File: src/verilog/jack_pkg.sv
`default_nettype none
package jack_pkg;

  // ==========================================================
  // register map
  localparam logic [7:0] ctrl_addr     = 8'h00;
  localparam logic [7:0] switch_addr   = 8'h04;
  localparam logic [7:0] status_addr   = 8'h08;
  localparam logic [7:0] irq_stat_addr = 8'h0c;
  localparam logic [7:0] irq_mask_addr = 8'h10;

  // ==========================================================
  // control fields
  localparam int mode_lsb      = 0;
  localparam int tip_ainv_bit  = 2;
  localparam int tip_sinv_bit  = 3;
  localparam int ring_inv_bit  = 4;
  localparam int pu_high_bit   = 5;
  localparam int pu_trim_bit   = 6;
  localparam int start_bit     = 7;
  localparam int imp_trim_lsb  = 8;
  localparam int imp_trim_w    = 4;

  // ==========================================================
  // status fields
  localparam int stat_type_lsb = 8;
  localparam int stat_tip_bit  = 11;
  localparam int stat_ring_bit = 12;
  localparam int stat_cfg_bit  = 13;
  localparam int stat_imp_bit  = 14;

  // ==========================================================
  // interrupt bits
  localparam int irq_w         = 3;
  localparam int irq_tip_bit   = 0;
  localparam int irq_ring_bit  = 1;
  localparam int irq_det_bit   = 2;

  // ==========================================================
  // reset values and counts
  localparam logic [31:0] ctrl_reset   = 32'h0000_0000;
  localparam logic [7:0]  switch_reset = 8'h00;
  localparam int          dbnc_default = 16;
  localparam int          settle_default = 8;

  // ring pull-up choice codes
  localparam logic [1:0] pu_16k2  = 2'h0;
  localparam logic [1:0] pu_2m25  = 2'h1;
  localparam logic [1:0] pu_1m125 = 2'h2;

  typedef struct packed {
    logic ref_three;
    logic ref_four;
    logic filt_three;
    logic filt_four;
    logic bias_three;
    logic bias_four;
    logic gnd_three;
    logic gnd_four;
  } switch_set_s;

  typedef enum logic [2:0] {
    det_idle   = 3'b001,
    det_settle = 3'b010,
    det_apply  = 3'b100
  } det_state_e;

endpackage : jack_pkg
`default_nettype wire

File: src/verilog/headset_type_and_plug_sense.sv
`timescale 1ns/1ps
`default_nettype none
module headset_type_and_plug_sense #(
  parameter int DBNC_CYCLES   = jack_pkg::dbnc_default,
  parameter int SETTLE_CYCLES = jack_pkg::settle_default
) (
  input  wire logic                 mclk,
  input  wire logic                 reset,
  input  wire logic                 standby_reset,
  input  wire logic                 psel,
  input  wire logic                 penable,
  input  wire logic                 pwrite,
  input  wire logic [7:0]           paddr,
  input  wire logic [31:0]          pwdata,
  output logic [31:0]               prdata,
  output logic                      pready,
  output logic                      pslverr,
  input  wire logic                 tip_sense_pin,
  input  wire logic                 ring_sense_pin,
  input  wire logic                 cmp_three_pin,
  input  wire logic                 cmp_four_pin,
  input  wire logic                 ring_imp_pin,
  output jack_pkg::switch_set_s     switch_state,
  output logic                      tip_analog_invert,
  output logic [1:0]                ring_pullup_sel,
  output logic [3:0]                impedance_threshold_trim,
  output logic                      mic_short_enable,
  output logic                      irq
);

  // ==========================================================
  // decode helpers
  function automatic logic [2:0] decode_type(input logic c3, input logic c4);
    logic [2:0] t;
    t = 3'h4;
    if (c3 && !c4) begin
      t = 3'h1;
    end else if (!c3 && c4) begin
      t = 3'h2;
    end else if (!c3 && !c4) begin
      t = 3'h3;
    end
    return t;
  endfunction : decode_type

  function automatic jack_pkg::switch_set_s type_pattern(input logic [2:0] t);
    jack_pkg::switch_set_s p;
    p = 8'ha6;
    case (t)
      3'h2:    p = 8'h59;
      3'h3:    p = 8'hf3;
      default: p = 8'ha6;
    endcase
    return p;
  endfunction : type_pattern

  // ==========================================================
  // pin synchronisers
  localparam int npin = 5;
  // sense pins idle high on their pull-ups; no false plug edge after reset
  localparam logic [npin-1:0] pin_idle = 5'h03;
  logic [npin-1:0] pin_raw;
  logic [npin-1:0] pin_meta_reg;
  logic [npin-1:0] pin_sync_reg;

  assign pin_raw = {ring_imp_pin, cmp_four_pin, cmp_three_pin,
                    ring_sense_pin, tip_sense_pin};

  always_ff @(posedge mclk) begin
    if (reset) begin
      pin_meta_reg <= pin_idle;
      pin_sync_reg <= pin_idle;
    end else begin
      pin_meta_reg <= pin_raw;
      pin_sync_reg <= pin_meta_reg;
    end
  end

  // ==========================================================
  // control registers
  logic [31:0]     ctrl_reg;
  logic [7:0]      switch_bits_reg;
  logic [2:0]      irq_stat_reg;
  logic [2:0]      irq_mask_reg;
  logic            start_pulse;
  logic            wr_take;
  logic            rd_first;
  logic [1:0]      mode;
  logic            auto_mode;

  assign wr_take   = psel && penable && pready && pwrite;
  assign rd_first  = psel && penable && !pready;
  assign mode      = ctrl_reg[jack_pkg::mode_lsb +: 2];
  assign auto_mode = mode[1];
  assign start_pulse = wr_take && (paddr == jack_pkg::ctrl_addr)
                       && pwdata[jack_pkg::start_bit];

  always_ff @(posedge mclk) begin
    if (reset) begin
      ctrl_reg <= jack_pkg::ctrl_reset;
    end else if (wr_take && paddr == jack_pkg::ctrl_addr) begin
      ctrl_reg <= {20'h00000, pwdata[11:8], 1'b0, pwdata[6:0]};
    end
  end

  always_ff @(posedge mclk) begin
    if (reset) begin
      switch_bits_reg <= jack_pkg::switch_reset;
    end else if (wr_take && paddr == jack_pkg::switch_addr) begin
      switch_bits_reg <= pwdata[7:0];
    end
  end

  always_ff @(posedge mclk) begin
    if (reset) begin
      irq_mask_reg <= 3'h0;
    end else if (wr_take && paddr == jack_pkg::irq_mask_addr) begin
      irq_mask_reg <= pwdata[jack_pkg::irq_w-1:0];
    end
  end

  // ==========================================================
  // automatic type detection
  jack_pkg::det_state_e det_state_reg;
  logic [15:0]          settle_cnt_reg;
  logic [2:0]           type_reg;
  logic                 det_done;

  assign det_done = (det_state_reg == jack_pkg::det_apply);

  always_ff @(posedge mclk) begin
    if (reset) begin
      det_state_reg  <= jack_pkg::det_idle;
      settle_cnt_reg <= 16'h0000;
      type_reg       <= 3'h0;
    end else begin
      case (det_state_reg)
        jack_pkg::det_idle: begin
          settle_cnt_reg <= 16'h0000;
          if (start_pulse && pwdata[jack_pkg::mode_lsb + 1]) begin
            det_state_reg <= jack_pkg::det_settle;
          end
        end
        jack_pkg::det_settle: begin
          settle_cnt_reg <= settle_cnt_reg + 16'h0001;
          if (!auto_mode) begin
            det_state_reg <= jack_pkg::det_idle;
          end else if (settle_cnt_reg == 16'(SETTLE_CYCLES - 1)) begin
            type_reg      <= decode_type(pin_sync_reg[2], pin_sync_reg[3]);
            det_state_reg <= jack_pkg::det_apply;
          end
        end
        jack_pkg::det_apply: begin
          det_state_reg <= jack_pkg::det_idle;
        end
        default: begin
          det_state_reg <= jack_pkg::det_idle;
        end
      endcase
    end
  end

  // ==========================================================
  // standby domain switch hold
  jack_pkg::switch_set_s switch_state_reg;
  logic                  configured_reg;
  logic                  manual_load;

  assign manual_load = !auto_mode && wr_take && paddr == jack_pkg::switch_addr;

  // cleared only by the standby reset so core resets keep the jack set up
  always_ff @(posedge mclk) begin
    if (standby_reset) begin
      switch_state_reg <= 8'h00;
      configured_reg   <= 1'b0;
    end else if (manual_load) begin
      switch_state_reg <= pwdata[7:0];
      configured_reg   <= 1'b1;
    end else if (det_done && auto_mode) begin
      switch_state_reg <= type_pattern(type_reg);
      configured_reg   <= 1'b1;
    end
  end

  assign switch_state     = switch_state_reg;
  assign mic_short_enable = configured_reg;

  // ==========================================================
  // sense interpretation and debounce
  logic [1:0]  sense_det;
  logic [1:0]  present_reg;
  logic [15:0] dbnc_cnt_reg [2];

  // low means inserted unless the wiring is inverted
  assign sense_det[0] = pin_sync_reg[0] ^ !ctrl_reg[jack_pkg::tip_ainv_bit];
  assign sense_det[1] = pin_sync_reg[1] ^ !ctrl_reg[jack_pkg::ring_inv_bit];

  generate
    for (genvar i = 0; i < 2; i++) begin : g_dbnc
      always_ff @(posedge mclk) begin
        if (reset) begin
          dbnc_cnt_reg[i] <= 16'h0000;
          present_reg[i]  <= 1'b0;
        end else if (sense_det[i] == present_reg[i]) begin
          dbnc_cnt_reg[i] <= 16'h0000;
        end else if (dbnc_cnt_reg[i] == 16'(DBNC_CYCLES - 1)) begin
          dbnc_cnt_reg[i] <= 16'h0000;
          present_reg[i]  <= sense_det[i];
        end else begin
          dbnc_cnt_reg[i] <= dbnc_cnt_reg[i] + 16'h0001;
        end
      end
    end
  endgenerate

  logic [1:0] present_dly_reg;
  always_ff @(posedge mclk) begin
    if (reset) begin
      present_dly_reg <= 2'h0;
    end else begin
      present_dly_reg <= present_reg;
    end
  end

  // ==========================================================
  // interrupts
  logic [2:0] irq_event;
  logic [2:0] irq_clear;

  assign irq_event = {det_done, present_reg ^ present_dly_reg};
  assign irq_clear = (wr_take && paddr == jack_pkg::irq_stat_addr)
                     ? pwdata[2:0] : 3'h0;

  // a new event wins over a clear in the same cycle
  always_ff @(posedge mclk) begin
    if (reset) begin
      irq_stat_reg <= 3'h0;
    end else begin
      irq_stat_reg <= (irq_stat_reg & ~irq_clear) | irq_event;
    end
  end

  assign irq = |(irq_stat_reg & ~irq_mask_reg);

  // ==========================================================
  // analog controls
  always_comb begin
    if (!ctrl_reg[jack_pkg::pu_high_bit]) begin
      ring_pullup_sel = jack_pkg::pu_16k2;
    end else if (ctrl_reg[jack_pkg::pu_trim_bit]) begin
      ring_pullup_sel = jack_pkg::pu_1m125;
    end else begin
      ring_pullup_sel = jack_pkg::pu_2m25;
    end
  end

  assign impedance_threshold_trim =
    ctrl_reg[jack_pkg::imp_trim_lsb +: jack_pkg::imp_trim_w];
  assign tip_analog_invert = ctrl_reg[jack_pkg::tip_ainv_bit];

  // ==========================================================
  // status word
  logic [31:0] status_word;
  always_comb begin
    status_word = 32'h0000_0000;
    status_word[7:0] = switch_state_reg;
    status_word[jack_pkg::stat_type_lsb +: 3] = type_reg;
    // status invert touches only the reported tip bit
    status_word[jack_pkg::stat_tip_bit] =
      present_reg[0] ^ ctrl_reg[jack_pkg::tip_sinv_bit];
    status_word[jack_pkg::stat_ring_bit] = present_reg[1];
    status_word[jack_pkg::stat_cfg_bit]  = configured_reg;
    status_word[jack_pkg::stat_imp_bit]  = pin_sync_reg[4];
  end

  // ==========================================================
  // apb slave: one wait state, read data from a flop
  logic [31:0] prdata_reg;
  logic        pready_reg;
  logic        pslverr_reg;
  logic        addr_ok;

  assign addr_ok = (paddr == jack_pkg::ctrl_addr) ||
                   (paddr == jack_pkg::switch_addr) ||
                   (paddr == jack_pkg::status_addr) ||
                   (paddr == jack_pkg::irq_stat_addr) ||
                   (paddr == jack_pkg::irq_mask_addr);

  always_ff @(posedge mclk) begin
    if (reset) begin
      pready_reg  <= 1'b0;
      pslverr_reg <= 1'b0;
      prdata_reg  <= 32'h0000_0000;
    end else begin
      pready_reg  <= rd_first;
      pslverr_reg <= rd_first && !addr_ok;
      if (rd_first) begin
        case (paddr)
          jack_pkg::ctrl_addr:     prdata_reg <= ctrl_reg;
          jack_pkg::switch_addr:   prdata_reg <= {24'h000000, switch_bits_reg};
          jack_pkg::status_addr:   prdata_reg <= status_word;
          jack_pkg::irq_stat_addr: prdata_reg <= {29'h0000000, irq_stat_reg};
          jack_pkg::irq_mask_addr: prdata_reg <= {29'h0000000, irq_mask_reg};
          default:                 prdata_reg <= 32'h0000_0000;
        endcase
      end
    end
  end

  assign prdata  = prdata_reg;
  assign pready  = pready_reg;
  assign pslverr = pslverr_reg;

endmodule : headset_type_and_plug_sense
`default_nettype wire

File: config.mk
export PLATFORM = sky130hd
export DESIGN_NAME = headset_type_and_plug_sense
export DESIGN_NICKNAME = d
export VERILOG_FILES = /design/src/verilog/jack_pkg.sv /design/src/verilog/headset_type_and_plug_sense.sv
export SDC_FILE = /design/constraint.sdc
export NUM_CORES = 1
export LEC_CHECK = 0
export BUFFER_PORTS_ARGS = -buffer_cell sky130_fd_sc_hd__buf_4
export CORE_MARGIN = 2
export CORE_UTILIZATION = 55
export CTS_CLUSTER_DIAMETER = 30
export DETAILED_ROUTE_END_ITERATION = 10
export PLACE_DENSITY = 0.79
export SLEW_MARGIN = 30
export SYNTH_ARGS = -nofsm -noshare
export SYNTH_HDL_FRONTEND = slang
export SYNTH_SLANG_ARGS = --single-unit
File: constraint.sdc
create_clock -name mclk -period 2.6 [get_ports mclk]
set_input_delay 0.13 -clock mclk [delete_from_list [all_inputs] [get_ports mclk]]
set_output_delay 0.13 -clock mclk [all_outputs]
set_load 0.02 [all_outputs]
==> flow_metrics.py, run 1 <==
metrics = {
    "power": {
        "netSwitchingPower_mw": 1.01,
        "pwr-share-comb": 0.055,
        "p_seq_frac": 0.442,
        "ir_worst_vdd_mv": 0.375,
        "switching_share": 0.227,
        "p_per_area_nw_per_um2": 620,
        "clockPowerShare": 0.503,
        "internal_power_mw": 3.44,
        "power.total_mw": 4.45,
        "p_leak_nw": 2.71,
    },
    "placed_design": {
        "place_area_um2": 6380,
        "place.gp.congestion": 0.841,
        "io_buffers": 64,
        "hpwl_mm": 9.61,
    },
    "sta": {
        "hold_viol": 0,
        "fin_hold_ws_ps": 36.5,
        "finClkSkew_ps": 11.8,
        "max_slew_margin": 0.363,
        "max_freq_mhz": 464,
        "finalCritPeriodShare": 0.829,
        "worst_slew_pin_slew_ps": 953,
        "finalMaxSlewViolations": 0,
        "finalSetupViolCount": 0,
        "fin_tns_setup_ps": 0,
        "grt_setup_unrepaired": "false",
        "min_period_ps": 2160,
    },
    "clock_tree": {
        "post_cts_buffers": 0,
        "clk_pin_slew_ps": 60,
        "cts_buffers": 17,
        "worstSkewPairLatency_ps": 520,
        "root_buffer": "clkbuf_8",
        "h-tree-depth": 4,
        "cts_resized": 0,
        "cts_buffer_depth": 2,
        "cts_sinks": 119,
        "cts_tree": "done",
        "cts_hold_buf": 23,
    },
    "setup_path": {
        "arrival_ps": 2560,
        "critPathMaxStageDelay_ps": 560,
        "end_kind": "flip-flop",
        "worst-path-buf-inv": 2,
        "required_ps": 3000,
        "cp_top_family": "buffers and inverters",
        "worst_setup_path_start_kind": "flip-flop",
        "cp_slowest_cell": "dlygate4sd3_1",
        "regToRegStartpoint": "ctrl_reg[1]",
        "cp_cell_sequence": "nor4bb_2 > buf_4 > nand3b_1 > o211ai_1 > a21oi_1 > dlygate4sd3_1",
        "timing_worst_setup_path_type": "flip-flop to flip-flop",
        "startpoint": "ctrl_reg[1]",
        "worst-path-max-fanout": 11,
    },
    "layout": {
        "largest_reg_flops": 32,
        "fin_nets": 790,
        "antenna_cells": 0,
        "area_growth_syn_to_layout_pct": 23.3,
        "final_cell_mix": "87 x dfxtp_1, 72 x buf_4, 65 x nor2_1, 49 x conb_1, 46 x a21oi_1",
        "nFillCells": 788,
        "final_common_cell": "dfxtp_1",
        "drive_gt1_frac": 0.166,
        "final_cell_area_um2": 7180,
        "final_core_util": 0.699,
    },
    "detailed_routing": {
        "routed_wl_mm": 14.1,
        "wire_per_inst_um": 15.9,
        "routed_via_density": 5.72,
        "vias": 5060,
        "ant_nets": 0,
        "drt_iter0_markers": 315,
        "drc": 0,
        "drtPass1Iterations": 5,
    },
    "synth": {
        "synth-simple-area-share": 0.244,
        "syn_inst": 634,
        "synthArstFlopShare": 0,
        "synth.avg_cell_area_um2": 9.18,
        "ys_top_cells_by_area": "dfxtp_1 30%, edfxtp_1 17%, nor2_1 4.2%",
        "synth_top_area_share": 0.299,
        "synth_seq_cells": 119,
        "muxShareOfSynthArea": 0.0411,
        "netlist_area_um2": 5820,
        "synth-main-ff-cell": "dfxtp_1",
        "synth_area_leader_cell": "dfxtp_1",
        "synth_top_family_by_area": "simple AND/OR/NAND/NOR gates",
        "synth_compound_gate_area_share": 0.129,
        "yosysSeqAreaShare": 0.464,
        "synth_xor_area_frac": 0.0492,
        "synth-adder-area-share": 0.00645,
        "yosysWarningCount": 0,
        "synth_cell_type_count": 55,
        "synth_edf_count": 32,
    },
    "global_routing": {
        "grt_usage": 0.257,
        "grt_pass1_vias": 4848,
        "antenna_found_initial": 0,
        "grt_pass1_wl_mm": 23.2,
        "grt_max_degree": 59,
        "overflow": 0,
    },
    "floorplan": {
        "core_region_area_um2": 10300,
        "die-width_um": 107,
        "io-pin-count": 102,
        "rows": 37,
        "initial_utilization": 0.566,
        "die_h_um": 107,
        "fp.dieArea_um2": 11400,
    },
    "run": {
        "maxCapViolations": 0,
    },
    "min_path": {
        "hold_class": "primary input to flip-flop",
        "hold_start": "paddr[2]",
    },
    "status": {
        "status": "complete, no violations",
    },
}
==> logic make-up after synthesis <==
family          after synthesis
fa+ha+maj                     3
compound gates              122
buf+inv                      71
other cells                   2
simple gates                263
flops                       119
xor+xnor                     31
mux                          23
==> power by group through the flow <==
stage	combinational [mW]	clock (mW)	sequential, mW
after floorplan	0.148	0	2.00
after global placement	0.208	0	2.00
after detailed placement	0.212	0	2.00
after CTS	0.240	2.27	1.97
after global routing	0.267	2.34	1.97
final	0.245	2.24	1.97
==> cell type report <==
| type | count | area, um^2 | area share |
|---|---|---|---|
| Sequential cell | 119 | 2700 | 0.376 |
| Tap cell | 136 | 170 | 0.0237 |
| Timing Repair Buffer | 95 | 771 | 0.107 |
| Multi-Input combinational cell | 491 | 2920 | 0.407 |
| Clock inverter | 12 | 125 | 0.0174 |
| Inverter | 12 | 45.0 | 0.00627 |
| Clock buffer | 20 | 445 | 0.0620 |
==> tightest hold or removal path, stage by stage <==
cell and delay (ps):
buf_4 180, nand3_1 120, a211oi_1 70
==> final timing paths <==
check                                       end  slack, ps  cells after the start
worst min-delay path                  prdata[2]         40                      3
worst max-delay path            switch_state[5]        440                      6
worst min register to register  pin_sync_reg[0]        430                      1
worst max register to register  switch_state[5]        440                      6
==> synth_stat cells (5+ instances only) <==
cell type,number
dfxtp_1,87
nor3_1,17
o211ai_1,5
nand3b_1,6
nor4_1,16
nor2_1,65
o21ai_0,23
nand2_1,39
mux2_2,5
clkbuf_1,25
buf_4,29
a22o_1,6
nand3_1,42
a21oi_1,46
nor2b_1,12
edfxtp_1,32
mux2i_1,16
o21ai_1,5
nand4_1,13
and3_1,10
inv_1,12
and4_1,5
a211oi_1,11
or2_2,6
xnor2_1,27
==> per-stage QoR <==
step           setup slack [ps]  std cells
2_1_floorplan               830        681
3_3_place_gp                651        830
3_5_place_dp                554        830
4_1_cts                     498        885
5_1_grt                     346        885
6_report                    444        885
==> metal layers <==
layer	track usage	part of all wire	vias to the layer above
li1	-	-	2432
met1	0.326	0.43	2398
met2	0.426	0.48	199
met3	0.0681	0.074	31
met4	0.0826	0.020	0
met5	0	0	-
Note: power is estimated with default switching activity, not from simulation.
==> run 2, diff against run 1 <==
Clock period 2.6 ns to 2.1 ns, I/O delays scaled along.
==> run 2 against run 1 <==
Largest power group unchanged. Utilization increased by 1.4 points. Largest cell class unchanged. Fmax increased by 13%. Combinational power rose by 29%. Die area is the same. First-iteration DRC count up 20%.
==> flow_metrics.py, run 2 (synthesis results as in run 1) <==
metrics = {
    "sta": {
        "hold_viol": 0,
        "finalCritPeriodShare": 0.906,
        "max_freq_mhz": 525,
        "grt_setup_unrepaired": "false",
        "max_slew_margin": 0.550,
        "timing.final.ws_setup_ps": 197,
        "worst_slew_pin_slew_ps": 674,
        "fin_hold_ws_ps": 27.9,
        "finalSetupViolCount": 0,
        "min_period_ps": 1900,
        "finClkSkew_ps": 7.10,
        "fin_tns_setup_ps": 0,
        "finalMaxSlewViolations": 0,
    },
    "power": {
        "clockPowerShare": 0.520,
        "p_per_area_nw_per_um2": 783,
        "switching_share": 0.212,
        "p_leak_nw": 2.80,
        "internal_power_mw": 4.52,
        "pwr-share-comb": 0.055,
        "p_seq_frac": 0.425,
        "netSwitchingPower_mw": 1.21,
        "power.total_mw": 5.73,
        "ir_worst_vdd_mv": 0.446,
    },
    "layout": {
        "register_area_um2": 2700,
        "final_cell_area_um2": 7320,
        "antenna_cells": 0,
        "final_common_cell": "dfxtp_1",
        "multi_input_comb_area_um2": 2930,
        "nFillCells": 759,
        "largest_reg_flops": 32,
        "fin_nets": 801,
        "drive_gt1_frac": 0.176,
        "area_growth_syn_to_layout_pct": 25.8,
        "final_cell_mix": "87 x dfxtp_1, 83 x buf_4, 65 x nor2_1, 49 x conb_1, 46 x a21oi_1",
    },
    "clock_tree": {
        "root_buffer": "clkbuf_8",
        "worstSkewPairLatency_ps": 520,
        "h-tree-depth": 4,
        "cts_buffer_depth": 2,
        "cts_buffers": 17,
        "cts_tree": "done",
        "cts_sinks": 119,
        "post_cts_buffers": 0,
        "clk_pin_slew_ps": 60,
    },
    "floorplan": {
        "die_h_um": 107,
        "die-width_um": 107,
        "io-pin-count": 102,
        "core_region_area_um2": 10300,
        "initial_utilization": 0.566,
        "fp.dieArea_um2": 11400,
        "rows": 37,
    },
    "global_routing": {
        "busiest_layer": "met2",
        "met1_usage": 0.341,
        "grt_max_degree": 48,
        "antenna_found_initial": 0,
        "met2_usage": 0.400,
        "grt_pass1_vias": 4717,
        "overflow": 0,
        "grt_pass1_wl_mm": 22.9,
        "use_met3": 0.0699,
        "grt_usage": 0.256,
    },
    "detailed_routing": {
        "ant_nets": 0,
        "drc": 0,
        "drtPass1Iterations": 7,
        "drt_iter0_markers": 378,
        "routed_wl_mm": 14.2,
        "routed_via_density": 5.64,
        "vias": 5052,
        "wire_per_inst_um": 15.8,
    },
    "placed_design": {
        "io_buffers": 64,
        "place.gp.congestion": 0.819,
        "dp_slack_ps": 140,
        "place_area_um2": 6460,
        "hpwl_mm": 9.56,
    },
    "setup_path": {
        "worst-path-max-fanout": 5,
        "required_ps": 2470,
        "end_kind": "flip-flop",
        "worst_setup_path_start_kind": "flip-flop",
        "arrival_ps": 2270,
        "timing_worst_setup_path_type": "flip-flop to flip-flop",
    },
    "min_path": {
        "hold_class": "primary input to flip-flop",
    },
    "run": {
        "maxCapViolations": 0,
    },
    "status": {
        "status": "complete, no violations",
    },
}
run 2: worst paths after layout:
kind / slack [ps] / endpoint / from / cells after the start
hold / removal: 30 / prdata[13] / psel / 4
setup / recovery: 200 / dbnc_cnt_reg[1][14] / dbnc_cnt_reg[1][0] / 5
setup reg to reg: 200 / dbnc_cnt_reg[1][14] / dbnc_cnt_reg[1][0] / 5
hold reg to reg: 430 / pin_sync_reg[0] / pin_meta_reg[0] / 1
run 2: power by group through the flow:
stage | Clock (mW) | Sequential (mW) | Combinational (mW)
2_1_floorplan | 0 | 2.48 | 0.183
3_3_place_gp | 0 | 2.48 | 0.267
3_5_place_dp | 0 | 2.48 | 0.271
4_1_cts | 3.01 | 2.43 | 0.306
5_1_grt | 3.12 | 2.44 | 0.341
6_report | 2.98 | 2.44 | 0.315
run 2: cell type report:
type / count / share of cell area
Multi-Input combinational cell: 491 / 0.400
Tap cell: 136 / 0.0232
Inverter: 12 / 0.00615
Clock buffer: 26 / 0.0740
Timing Repair Buffer: 106 / 0.117
Sequential cell: 119 / 0.369
Clock inverter: 6 / 0.0109
run 2: per-stage QoR:
| step | utilization | std cells |
|---|---|---|
| 4_1_cts | 0.712 | 896 |
| 5_1_grt | 0.712 | 896 |
| 3_3_place_gp | 0.629 | 841 |
| 2_1_floorplan | - | 681 |
| 6_report | 0.712 | 896 |
| 3_5_place_dp | 0.629 | 841 |
run 2: per-layer routing:
metal	wire length, um	vias up	share of wire
li1	-	2447	-
met2	6740	203	0.48
met3	989	24	0.070
met4	255	0	0.018
met5	0	-	0
met1	6170	2378	0.44
run 2: worst max-delay path, stage by stage, from the launching register on:
cell and delay [ps]:
edfxtp_1 400, ha_1 220, nand2_1 130, or4_1 530, or3_1 310, a21oi_1 150
run 2: what timing repair did:
| item | 4_1_cts | 5_1_grt |
|---|---|---|
| endpoints found under the hold margin | 48 | 0 |
| setup endpoints to repair | 0 | 1 |
| hold buffers | 23 | 0 |
| gates resized for setup | 0 | 2 |
